## config.mk

```make
export PLATFORM = sky130hd
export DESIGN_NAME = pin_power_cfg
export DESIGN_NICKNAME = d
export VERILOG_FILES = /design/src/include/mpcfg_pkg.sv /design/src/hw/pin_slice.sv /design/src/hw/aux_filter.sv /design/src/hw/pin_power_cfg.sv
export SDC_FILE = /design/constraint.sdc
export NUM_CORES = 1
export LEC_CHECK = 0
export ABC_AREA = 1
export BUFFER_PORTS_ARGS = -buffer_cell sky130_fd_sc_hd__buf_2
export CORE_AREA = 2 2 189 209
export CTS_CLUSTER_SIZE = 12
export DETAILED_ROUTE_END_ITERATION = 7
export DIE_AREA = 0 0 191 211
export HOLD_SLACK_MARGIN = 0.1
export MAX_ROUTING_LAYER = met4
export SLEW_MARGIN = 15
export SYNTH_ARGS = -nofsm -noshare
export SYNTH_HDL_FRONTEND = slang
export SYNTH_SLANG_ARGS = --single-unit
```

## constraint.sdc

```tcl
create_clock -name CLK_I -period 5 [get_ports CLK_I]
set_input_delay 0.5 -clock CLK_I [delete_from_list [all_inputs] [get_ports CLK_I]]
set_output_delay 0.5 -clock CLK_I [all_outputs]
set_load 0.1 [all_outputs]
```

## src/include/mpcfg_pkg.sv

```systemverilog
package mpcfg_pkg;
  localparam logic [11:0] OFS_PIN_LO    = 12'h820;
  localparam logic [11:0] OFS_PIN_HI    = 12'h821;
  localparam logic [11:0] OFS_POWER     = 12'h822;
  localparam logic [11:0] OFS_AUX_EN    = 12'h824;
  localparam logic [11:0] OFS_OSC       = 12'h826;
  localparam logic [11:0] OFS_DAC_INIT  = 12'h827;
  localparam logic [11:0] OFS_AUX_DATA  = 12'h828;
  localparam logic [23:0] RST_PIN       = 24'h000000;
  localparam logic [15:0] RST_REG16     = 16'h0000;
  localparam logic [15:0] MASK_POWER    = 16'h03EF;
  localparam logic [15:0] MASK_AUX_EN   = 16'h8000;
  localparam logic [15:0] MASK_OSC      = 16'h0004;
  localparam logic [15:0] MASK_DAC_INIT = 16'h0003;
  localparam int          POS_FILTER    = 8;
  localparam int          POS_MAIN_ADC  = 7;
  localparam int          POS_REF_BUF   = 6;
  localparam int          POS_REF       = 5;
  localparam int          POS_AUX_ON    = 15;
  localparam int          POS_OSC       = 2;
  localparam logic [3:0]  PIN_OF_CH0    = 4'h9;
  localparam logic [3:0]  PIN_OF_CH1    = 4'h2;
  localparam logic [3:0]  PIN_OF_CH2    = 4'h3;
  localparam logic [3:0]  PIN_OF_CH3    = 4'h8;
  localparam logic [2:0]  FN_IN_DEB     = 3'h0;
  localparam logic [2:0]  FN_IN_RAW     = 3'h1;
  localparam logic [2:0]  FN_OUT_PP     = 3'h2;
  localparam logic [2:0]  FN_OUT_OC     = 3'h3;
  localparam logic [2:0]  FN_SERIAL     = 3'h4;
  localparam logic [3:0]  CODE_AUX      = 4'hF;
  localparam logic [1:0]  FIL_HYS4      = 2'h0;
  localparam logic [1:0]  FIL_HYS5      = 2'h1;
  localparam logic [1:0]  FIL_BYPASS    = 2'h2;
  localparam logic [1:0]  FIL_NO_LPF    = 2'h3;
  localparam logic [1:0]  DAC_INIT_CODE = 2'h1;
  localparam int          DEBOUNCE_CYCLES = 16;
  typedef enum logic [2:0] {
    AUX_OFF  = 3'b001,
    AUX_LOAD = 3'b010,
    AUX_RUN  = 3'b100
  } aux_state_e;
endpackage : mpcfg_pkg

```

## src/hw/pin_slice.sv

```systemverilog
module pin_slice
  import mpcfg_pkg::*;
#(
  parameter int DEB_CYCLES = mpcfg_pkg::DEBOUNCE_CYCLES
) (
  input  wire logic       clk_i,
  input  wire logic       nrst_i,
  input  wire logic [3:0] nibble_i,
  input  wire logic       pad_i,
  input  wire logic       core_out_i,
  input  wire logic       serial_out_i,
  input  wire logic       serial_dir_out_i,
  output logic            pad_o,
  output logic            pad_oe_n_o,
  output logic            pull_up_o,
  output logic            gpio_in_o,
  output logic            serial_in_o,
  output logic            aux_sel_o
);
  logic [1:0] sync;
  logic       stable;
  logic [$clog2(DEB_CYCLES+1)-1:0] cnt;
  logic       inv;
  logic [2:0] fn;
  logic       lvl;
  logic       drive;
  logic       oc;

  assign inv = nibble_i[3];
  assign fn  = nibble_i[2:0];
  assign lvl = sync[1] ^ inv;

  ////////////////////////////////////////////////////////////////
  // Pad synchroniser and debounce filter.
  always_ff @(posedge clk_i or negedge nrst_i) begin
    if (!nrst_i) begin
      sync <= 2'h0;
    end else begin
      sync <= {sync[0], pad_i};
    end
  end

  always_ff @(posedge clk_i or negedge nrst_i) begin
    if (!nrst_i) begin
      cnt    <= '0;
      stable <= 1'b0;
    end else if (sync[1] == stable) begin
      cnt <= '0;
    end else if (cnt == ($clog2(DEB_CYCLES+1))'(DEB_CYCLES - 1)) begin
      cnt    <= '0;
      stable <= sync[1];
    end else begin
      cnt <= cnt + 1'b1;
    end
  end

  ////////////////////////////////////////////////////////////////
  // Function decode.
  always_ff @(posedge clk_i or negedge nrst_i) begin
    if (!nrst_i) begin
      gpio_in_o   <= 1'b0;
      serial_in_o <= 1'b0;
    end else begin
      gpio_in_o   <= (fn == FN_IN_DEB) ? (stable ^ inv) : (fn == FN_IN_RAW) ? lvl : 1'b0;
      serial_in_o <= (fn == FN_SERIAL && !serial_dir_out_i) ? lvl : 1'b0;
    end
  end

  assign oc        = (fn == FN_OUT_OC);
  assign drive     = (fn == FN_OUT_PP) || oc || (fn == FN_SERIAL && serial_dir_out_i);
  always_comb begin
    pad_o      = ((fn == FN_SERIAL) ? serial_out_i : core_out_i) ^ inv;
    pad_oe_n_o = !drive;
    if (oc) begin
      pad_oe_n_o = pad_o;
      pad_o      = 1'b0;
    end
  end
  assign pull_up_o = (fn == FN_IN_DEB) || (fn == FN_IN_RAW)
                   || (fn == FN_SERIAL && !serial_dir_out_i);
  assign aux_sel_o = (nibble_i == CODE_AUX);
endmodule : pin_slice

```

## src/hw/aux_filter.sv

```systemverilog
module aux_filter
  import mpcfg_pkg::*;
(
  input  wire logic        clk_i,
  input  wire logic        nrst_i,
  input  wire logic        run_i,
  input  wire logic        sample_i,
  input  wire logic [7:0]  raw_i,
  input  wire logic [1:0]  mode_i,
  output logic      [11:0] level_o
);
  logic [15:0] lpf;
  logic [11:0] src;
  logic [11:0] diff;
  logic [11:0] thr;

  always_ff @(posedge clk_i or negedge nrst_i) begin
    if (!nrst_i) begin
      lpf <= 16'h0000;
    end else if (run_i && sample_i) begin
      lpf <= lpf - {4'h0, lpf[15:4]} + {4'h0, raw_i, 4'h0};
    end
  end

  always_comb begin
    src  = (mode_i[1]) ? {raw_i, 4'h0} : lpf[15:4];
    diff = (src > level_o) ? (src - level_o) : (level_o - src);
    thr  = (mode_i == FIL_HYS5) ? 12'h020 : 12'h010;
  end

  always_ff @(posedge clk_i or negedge nrst_i) begin
    if (!nrst_i) begin
      level_o <= 12'h000;
    end else if (run_i && sample_i) begin
      if (mode_i == FIL_BYPASS || diff >= thr) begin
        level_o <= src;
      end
    end
  end
endmodule : aux_filter

```

## src/hw/pin_power_cfg.sv

```systemverilog
module pin_power_cfg
  import mpcfg_pkg::*;
#(
  parameter int DEB_CYCLES = mpcfg_pkg::DEBOUNCE_CYCLES
) (
  input  wire logic        CLK_I,
  input  wire logic        NRST_I,
  input  wire logic [11:0] ADDR_I,
  input  wire logic [23:0] WDATA_I,
  input  wire logic        WR_I,
  input  wire logic        RD_I,
  output logic      [23:0] RDATA_O,
  input  wire logic [11:0] PAD_I,
  output logic      [11:0] PAD_O,
  output logic      [11:0] PAD_OE_N_O,
  output logic      [11:0] PULL_UP_O,
  input  wire logic [11:0] CORE_OUT_I,
  input  wire logic [11:0] SERIAL_OUT_I,
  output logic      [11:0] GPIO_IN_O,
  output logic      [11:0] SERIAL_IN_O,
  input  wire logic        SAMPLE_I,
  input  wire logic [7:0]  AUX_RAW_I,
  output logic      [1:0]  AUX_CH_O,
  output logic             AUX_SW_O,
  output logic             MAIN_ADC_SHUTDOWN_O,
  output logic             REF_BUFFER_SHUTDOWN_O,
  output logic             REF_SHUTDOWN_O,
  output logic      [3:0]  DAC_SHUTDOWN_O,
  output logic             OSC_SHUTDOWN_O,
  output logic             DAC_INIT_O
);
  import mpcfg_pkg::*;

  logic [23:0] pin_function_low;
  logic [23:0] pin_function_high;
  logic [15:0] aux_converter_power_control;
  logic [15:0] aux_converter_enable;
  logic [15:0] oscillator_shutdown;
  logic [15:0] dac_initialization;
  logic [47:0] nibbles;
  logic [11:0] aux_sel;
  logic [11:0] aux_level [4];
  logic [11:0] level;
  logic [1:0]  ch;
  logic [1:0]  next_ch;
  logic        ch_ok;
  logic [3:0]  ch_pin;
  aux_state_e  state;
  aux_state_e  next_state;
  logic        wr_d;
  logic [11:0] wa_d;

  ////////////////////////////////////////////////////////////////
  // Register writes; reserved bits are masked off.
  always_ff @(posedge CLK_I or negedge NRST_I) begin
    if (!NRST_I) begin
      pin_function_low            <= RST_PIN;
      pin_function_high           <= RST_PIN;
      aux_converter_power_control <= RST_REG16;
      aux_converter_enable        <= RST_REG16;
      oscillator_shutdown         <= RST_REG16;
      dac_initialization          <= RST_REG16;
    end else if (WR_I) begin
      case (ADDR_I)
        OFS_PIN_LO:   pin_function_low            <= WDATA_I;
        OFS_PIN_HI:   pin_function_high           <= WDATA_I;
        OFS_POWER:    aux_converter_power_control <= WDATA_I[15:0] & MASK_POWER;
        OFS_AUX_EN:   aux_converter_enable        <= WDATA_I[15:0] & MASK_AUX_EN;
        OFS_OSC:      oscillator_shutdown         <= WDATA_I[15:0] & MASK_OSC;
        OFS_DAC_INIT: dac_initialization          <= WDATA_I[15:0] & MASK_DAC_INIT;
        default: begin
        end
      endcase
    end
  end

  ////////////////////////////////////////////////////////////////
  // Read data, one cycle after the strobe, zero otherwise.
  always_ff @(posedge CLK_I or negedge NRST_I) begin
    if (!NRST_I) begin
      RDATA_O <= 24'h000000;
    end else if (RD_I) begin
      case (ADDR_I)
        OFS_PIN_LO:   RDATA_O <= pin_function_low;
        OFS_PIN_HI:   RDATA_O <= pin_function_high;
        OFS_POWER:    RDATA_O <= {8'h00, aux_converter_power_control};
        OFS_AUX_EN:   RDATA_O <= {8'h00, aux_converter_enable};
        OFS_OSC:      RDATA_O <= {8'h00, oscillator_shutdown};
        OFS_DAC_INIT: RDATA_O <= {8'h00, dac_initialization};
        OFS_AUX_DATA: RDATA_O <= {8'h00, aux_level[ch], 4'h0};
        default:      RDATA_O <= 24'h000000;
      endcase
    end else begin
      RDATA_O <= 24'h000000;
    end
  end

  ////////////////////////////////////////////////////////////////
  // Power-down and DAC setup outputs.
  assign MAIN_ADC_SHUTDOWN_O   = aux_converter_power_control[POS_MAIN_ADC];
  assign REF_BUFFER_SHUTDOWN_O = aux_converter_power_control[POS_REF_BUF];
  assign REF_SHUTDOWN_O        = aux_converter_power_control[POS_REF];
  assign DAC_SHUTDOWN_O        = {aux_converter_power_control[0], aux_converter_power_control[1],
                                  aux_converter_power_control[2], aux_converter_power_control[3]};
  assign OSC_SHUTDOWN_O        = oscillator_shutdown[POS_OSC];
  assign AUX_SW_O              = aux_converter_enable[POS_AUX_ON];
  assign DAC_INIT_O            = (dac_initialization[1:0] == DAC_INIT_CODE);

  ////////////////////////////////////////////////////////////////
  // Pin slices.
  assign nibbles = {pin_function_high, pin_function_low};
  genvar gi;
  generate
    for (gi = 0; gi < 12; gi++) begin : g_pin
      pin_slice #(.DEB_CYCLES(DEB_CYCLES)) u_pin (
        .clk_i            (CLK_I),
        .nrst_i           (NRST_I),
        .nibble_i         (nibbles[gi*4 +: 4]),
        .pad_i            (PAD_I[gi]),
        .core_out_i       (CORE_OUT_I[gi]),
        .serial_out_i     (SERIAL_OUT_I[gi]),
        .serial_dir_out_i ((gi >= 6) ? 1'b1 : 1'b0),
        .pad_o            (PAD_O[gi]),
        .pad_oe_n_o       (PAD_OE_N_O[gi]),
        .pull_up_o        (PULL_UP_O[gi]),
        .gpio_in_o        (GPIO_IN_O[gi]),
        .serial_in_o      (SERIAL_IN_O[gi]),
        .aux_sel_o        (aux_sel[gi])
      );
    end
  endgenerate

  ////////////////////////////////////////////////////////////////
  // Auxiliary converter channel scan.
  always_comb begin
    case (ch)
      2'h0:    ch_pin = PIN_OF_CH0;
      2'h1:    ch_pin = PIN_OF_CH1;
      2'h2:    ch_pin = PIN_OF_CH2;
      default: ch_pin = PIN_OF_CH3;
    endcase
    ch_ok = aux_sel[ch_pin];
  end

  always_comb begin
    next_state = state;
    next_ch    = ch;
    case (state)
      AUX_OFF:  if (AUX_SW_O) next_state = AUX_LOAD;
      AUX_LOAD: next_state = AUX_RUN;
      AUX_RUN: begin
        if (!AUX_SW_O) begin
          next_state = AUX_OFF;
        end else if (SAMPLE_I) begin
          next_ch = ch + 2'h1;
        end
      end
      default: next_state = AUX_OFF;
    endcase
  end

  always_ff @(posedge CLK_I or negedge NRST_I) begin
    if (!NRST_I) begin
      state <= AUX_OFF;
      ch    <= 2'h0;
    end else begin
      state <= next_state;
      ch    <= next_ch;
    end
  end
  assign AUX_CH_O = ch;

  aux_filter u_filter (
    .clk_i    (CLK_I),
    .nrst_i   (NRST_I),
    .run_i    (state == AUX_RUN && ch_ok),
    .sample_i (SAMPLE_I),
    .raw_i    (AUX_RAW_I),
    .mode_i   (aux_converter_power_control[POS_FILTER +: 2]),
    .level_o  (level)
  );

  always_ff @(posedge CLK_I or negedge NRST_I) begin
    if (!NRST_I) begin
      for (int i = 0; i < 4; i++) begin
        aux_level[i] <= 12'h000;
      end
    end else if (state == AUX_RUN && ch_ok) begin
      aux_level[ch] <= level;
    end
  end

  ////////////////////////////////////////////////////////////////
  // Checks.
  always_ff @(posedge CLK_I or negedge NRST_I) begin
    if (!NRST_I) begin
      wr_d <= 1'b0;
      wa_d <= 12'h000;
    end else begin
      wr_d <= WR_I;
      wa_d <= ADDR_I;
    end
  end
endmodule : pin_power_cfg

```

# Word-level counts from Yosys, hierarchy flattened
# Cells that the tools add are included.
# word_totals
regBits	280
word_cells	434
inputBits	85
# classes
n_reduce_logical	86
order_cmp	5
n_eq_ne	101
n_bitwise	49
mux	107
addsub	17
# op_table
op	n
$pmux 24 s7	1
$mux 5	24
$eq 12x12->1 const B	7
$eq 3x2->1 const B	25
$mux 1	67
$add 5x1->5 const B	12
$eq 5x4->1 const B	12
$mux 12	5
$bwmux 48	1
$eq 4x4->1 const B	12
$reduce_and 2->1	20
$eq 3x1->1 const B	13
$eq 3x3->1 const B	13
$logic_or 1x1->1	37
$logic_not 3->1	12
$xor 1x1->1	36
$bmux 12 s2	1
$demux 12 s2	1
$mux 24	1
$sub 12x12->12	2
$add 16x12->16	1
$sub 16x12->16	1
$eq 1x1->1	12
$ge 12x12->1	1
other kinds (19)	48

# Logic depth before layout (Yosys ltp)
# depth
word_depth	7
ltp_mapped	29
mapped_depth_nobuf	28

# Hierarchy
# From an unflattened synthesis, not the netlist that was laid out.
# hier_totals
hier_cells	2087
hier_area_um2	16443.3
# modules_own_cells
mod	n_inst	cells_each	area_per_inst_um2
pin_power_cfg	1	785	6550.0
pin_slice at g_pin[10].u_pin ...	11	61	525.5
aux_filter	1	570	3602.2
pin_slice at g_pin[0].u_pin	1	61	510.5

# Least setup slack after synthesis
# Ideal clock, no wire load.
# synth_timing
path_kind	register to register
startpoint	register aux_converter_power_control[9]
endpoint	register u_filter.level_o[2]
arrival_ps	3443
setup_time_ps	117
stages_incl_launch_ff	27
path_buffers	2
path_slack_ps	1441
cell_sequence	dfrtp_1 clkbuf_1 nor2_1 inv_1 ha_1 fa_1 inv_1 nand3_1 nand3_1 nand2_1 nand3_2 nand2_4 o21ai_0 xor2_1 inv_1 ha_1 inv_1 nor2_1 nor3_1 nand2_1 nor2_1 nand2_1 nor2_4 nand2_4 buf_6 nand3_1 nand2_1
# synth_between
elab_chain_len	6
# synth_rtl
item	line	rtl
start, declared	pin_power_cfg.sv:36	logic [15:0] aux_converter_power_control;
start signal, assigned	pin_power_cfg.sv:67	OFS_POWER: aux_converter_power_control <= WDATA_I[15:0] & MASK_POWER;
$mux 12 *	aux_filter.sv:26	src = (mode_i[1]) ? {raw_i, 4'h0} : lpf[15:4];
via u_filter.src[0]	aux_filter.sv:13	logic [11:0] src;
$sub 12x12->12 / $gt 12x12->1 (equally long branches)	aux_filter.sv:27	diff = (src > level_o) ? (src - level_o) : (level_o - src);
$mux 12 *	aux_filter.sv:27	
$ge 12x12->1 *	aux_filter.sv:35	if (mode_i == FIL_BYPASS || diff >= thr) begin
$logic_or 1x1->1 *	aux_filter.sv:35	
$reduce_and 2->1 (no line) *	-	
end signal, assigned	aux_filter.sv:36	level_o <= src;
end, declared	aux_filter.sv:10	output logic [11:0] level_o
# Mark *: on every way through the listed nets, which the timed path passes. The rest lies on a longest branch.
# A chain may end at the register's enable or synchronous reset.

# Worst setup path in the final report
# layout_timing
startpoint	register aux_converter_power_control[9]
endpoint	register u_filter.level_o[1]
# The elaborated chain is that of the path after synthesis.

==> summary.md <==
| Metric | Value |
|---|---|
| CTS Sinks | `280` |
| Slew Limit Headroom | `37.2%` |
| Post-synth top area cell | `dfrtp_1` |
| CTS H-tree depth | `2` |
| Static Leak | `8.69 nW` |
| Outcome | `complete, no violations` |
| Synth Cell Area | `15100 um^2` |
| Worst path required time | `5.44 ns` |
| CTS tree | `done` |
| Final hold vios | `0` |
| Worst min-delay path category | `in2reg` |
| Design Area, Final | `17200 um^2` |
| Setup Crit Path Kind | `reg2reg` |
| GR Util All Layers | `19.6%` |
| Actual slew at the worst max-slew pin | `0.943 ns` |
| Seq/Total Area, Yosys | `46.5%` |
| RePlAce Congestion | `0.885` |
| #FFs+latches synth | `280` |
| Site row count | `75` |
| Worst Clk Skew | `0.0251 ns` |
| Die area | `40300 um^2` |
| Clk slew on worst S/H paths | `0.06 ns` |
| DRC viols | `0` |
| Vias | `12149` |
| CORE AREA | `38000 um^2` |
| Via density | `4.98` |
| CTS root buf | `clkbuf_16` |
| Met3 wire length | `2.31 mm` |
| Pin count of the biggest net entering global routing | `102` |
| Placed instance area | `16000 um^2` |
| First-pass GRT wire length | `60.9 mm` |
| Antenna Violating Nets Remaining | `0` |
| Final wirelength | `38.2 mm` |
| Final worst path period share | `84.3%` |
| Clock buffer depth | `3` |
| Total global routing overflow | `0` |
| Nets | `2075` |
| Initial antenna violation count | `0` |
| Largest cells by area after synthesis | `dfrtp_1 46%, nand2_1 9.7%, o21ai_0 6.1%, inv_1 5.5%, ha_1 5.0%` |
| Yosys cell types | `51` |
| Power Density | `293 nW/um^2` |
| Ys Warns | `0` |
| Routed wire length on met2 | `18.4 mm` |
| Number of global-route vias before repair | `11888` |
| First-pass DRT Iterations | `5` |
| Worst Path Max Fanout | `21` |
| Maxcap violations | `0` |
| Final Max Slew Viols | `0` |
| Die width | `191 um` |
| Post-synth top area share | `46.3%` |
| Mapped Cells | `1798` |
| Startpoint Class | `flip-flop` |
| PortBufs | `174` |
| IO Pins | `181` |
| Commonest non-fill, non-tap cell in the layout | `nand2_1` |
| WP data arrival | `4.65 ns` |
| Worst-Skew Late Latency | `0.52 ns` |
| Met1 wire length | `16.7 mm` |
| DR WL/cell | `15.6 um` |
| Starting Density | `39.7%` |
| FILL cells | `3780` |
| CTS buffer count | `34` |
| Final Critical Period | `4.22 ns` |
| Hpwl dp | `28.0 mm` |
| CP endpoint kind | `flip-flop` |
| Finish-stage setup viols | `0` |
| Asr flop ratio synth | `100%` |
| Highest-count cells in the layout ignoring fill and taps | `391 x nand2_1, 279 x dfrtp_1, 219 x inv_1` |
| Share of cells above drive strength 1 | `14.4%` |
| Peak supply drop | `0.220 mV` |
| Post-cts sizing count | `0` |
| Initial DRC Count | `704` |
| EDFF count, synth | `0` |
| Uppermost layer routed | `met4` |
| TNS Setup | `0 ns` |
| Fmax | `237 MHz` |
| Mapped Avg Cell Area | `8.38 um^2` |
| Synth Flop Type | `dfrtp_1` |
| Die Ht | `211 um` |
| FF-to-FF setup slack | `0.78 ns` |
| Synth-to-layout area growth | `13.8%` |
| Unrepaired setup endpoints after global routing | `false` |
## state kept, by name, summed over array words and instances (netlist names)
signal,flops
g_pin.u_pin.serial_in_o,6
u_filter.level_o,12
dac_initialization,2
g_pin.u_pin.sync,24
AUX_CH_O,2
state,3
aux_converter_power_control,9
g_pin.u_pin.stable,12
g_pin.u_pin.cnt,60
oscillator_shutdown,1
aux_converter_enable,1
aux_level,48
RDATA_O,24
pin_function_low,24
pin_function_high,24
u_filter.lpf,16
g_pin.u_pin.gpio_in_o,12
## power by group
part	internal (W)	total [W]	leakage [nW]	switching, W
clock network	0.00140	0.00236	0.528	0.000958
registers	0.00230	0.00233	3.81	0.0000281
logic	0.000102	0.000338	4.35	0.000236
## path summary, 6_finish.rpt
check | endpoint | depth (start not counted) | from
worst max-delay path | u_filter.level_o[1]$_DFFE_PN0P_ | 25 | aux_converter_power_control[9]$_DFFE_PN0P_
worst min-delay path | pin_function_high[19]$_DFFE_PN0P_ | 3 | WDATA_I[19]
worst max register to register | u_filter.level_o[1]$_DFFE_PN0P_ | 25 | aux_converter_power_control[9]$_DFFE_PN0P_
worst min register to register | g_pin[1].u_pin.sync[1]$_DFF_PN0_ | 0 | g_pin[1].u_pin.sync[0]$_DFF_PN0_
max in group asynchronous | pin_function_low[17]$_DFFE_PN0P_ | 3 | NRST_I
min in group asynchronous | g_pin[5].u_pin.serial_in_o$_DFF_PN0_ | 2 | NRST_I
## metal layers
layer | up-vias | track usage (%)
met3 | 52 | 3.12
li1 | 5988 | -
met2 | 318 | 32.6
met5 | - | -
met4 | 0 | 5.53
met1 | 5791 | 24.6
## logic make-up after synthesis
logic type | count (synthesis) | share of synthesized area [%]
AO/OA/AOI/OAI | 328 | 12.0
XOR/XNOR | 71 | 4.12
adder cells (fa/ha/maj) | 71 | 6.44
buffers and inverters | 345 | 10.4
flip-flops | 280 | 46.5
multiplexers | 23 | 1.61
other | 1 | 0.0249
AND/OR/NAND/NOR | 679 | 18.9
## metrics by stage
stage / total power (W) / hold slack (ns) / utilization (%) / instances / setup WS [ns]
after floorplan: 0.00259 / 0.204 / - / 1803 / 1.44
after CTS: 0.00510 / 0.240 / 45.2 / 2441 / 0.802
after global placement: 0.00270 / 0.334 / 42.0 / 2370 / 0.946
final: 0.00503 / 0.261 / 45.2 / 2442 / 0.784
after global routing: 0.00522 / 0.274 / 45.2 / 2441 / 0.351
after detailed placement: 0.00271 / 0.336 / 42.0 / 2370 / 0.842
## what timing repair did
| item | CTS | global route |
|---|---|---|
| setup endpoints to repair | 0 | 0 |
| hold endpoints to repair | 67 | 0 |
| hold buffers | 13 | 0 |
| setup buffers | 0 | 0 |
## critical path, cell delays in order (launching register included)
cell	delay, ns
dfrtp_1	0.62
nor2_1	0.32
inv_1	0.07
ha_1	0.25
fa_1	0.43
inv_1	0.13
nand3_1	0.09
nand3_1	0.16
nand2_1	0.09
nand3_2	0.12
nand2_4	0.09
o21ai_0	0.20
xor2_1	0.16
inv_1	0.06
ha_1	0.28
inv_1	0.07
nor2_1	0.04
nor3_1	0.15
nand2_1	0.07
nor2_1	0.08
nand2_1	0.09
nor2_4	0.11
nand2_4	0.13
nand2_4	0.17
nand2_1	0.08
nand2_1	0.06
## synthesized netlist by cell type, types with 16 or more instances
master      n
nand4_1    18
o21ai_0   184
clkbuf_1   36
nand3_1    70
a21oi_1    74
nor3_1     23
buf_4      66
o22ai_1    16
dfrtp_1   279
nor2_1    137
xor2_1     41
inv_1     219
ha_1       60
nand2_1   391
xnor2_1    30
## layout make-up
class	instances	area [um^2]	area share, %
clock buffers	49	1010	5.88
repair buffers	195	1080	6.31
well taps	500	626	3.65
multi-input cells	1178	6510	37.9
diodes	1	2.50	0.0146
inverters	230	863	5.03
flip-flops and latches	280	7010	40.8
clock inverters	9	58.8	0.343
Power figures use the tool's default switching activity.
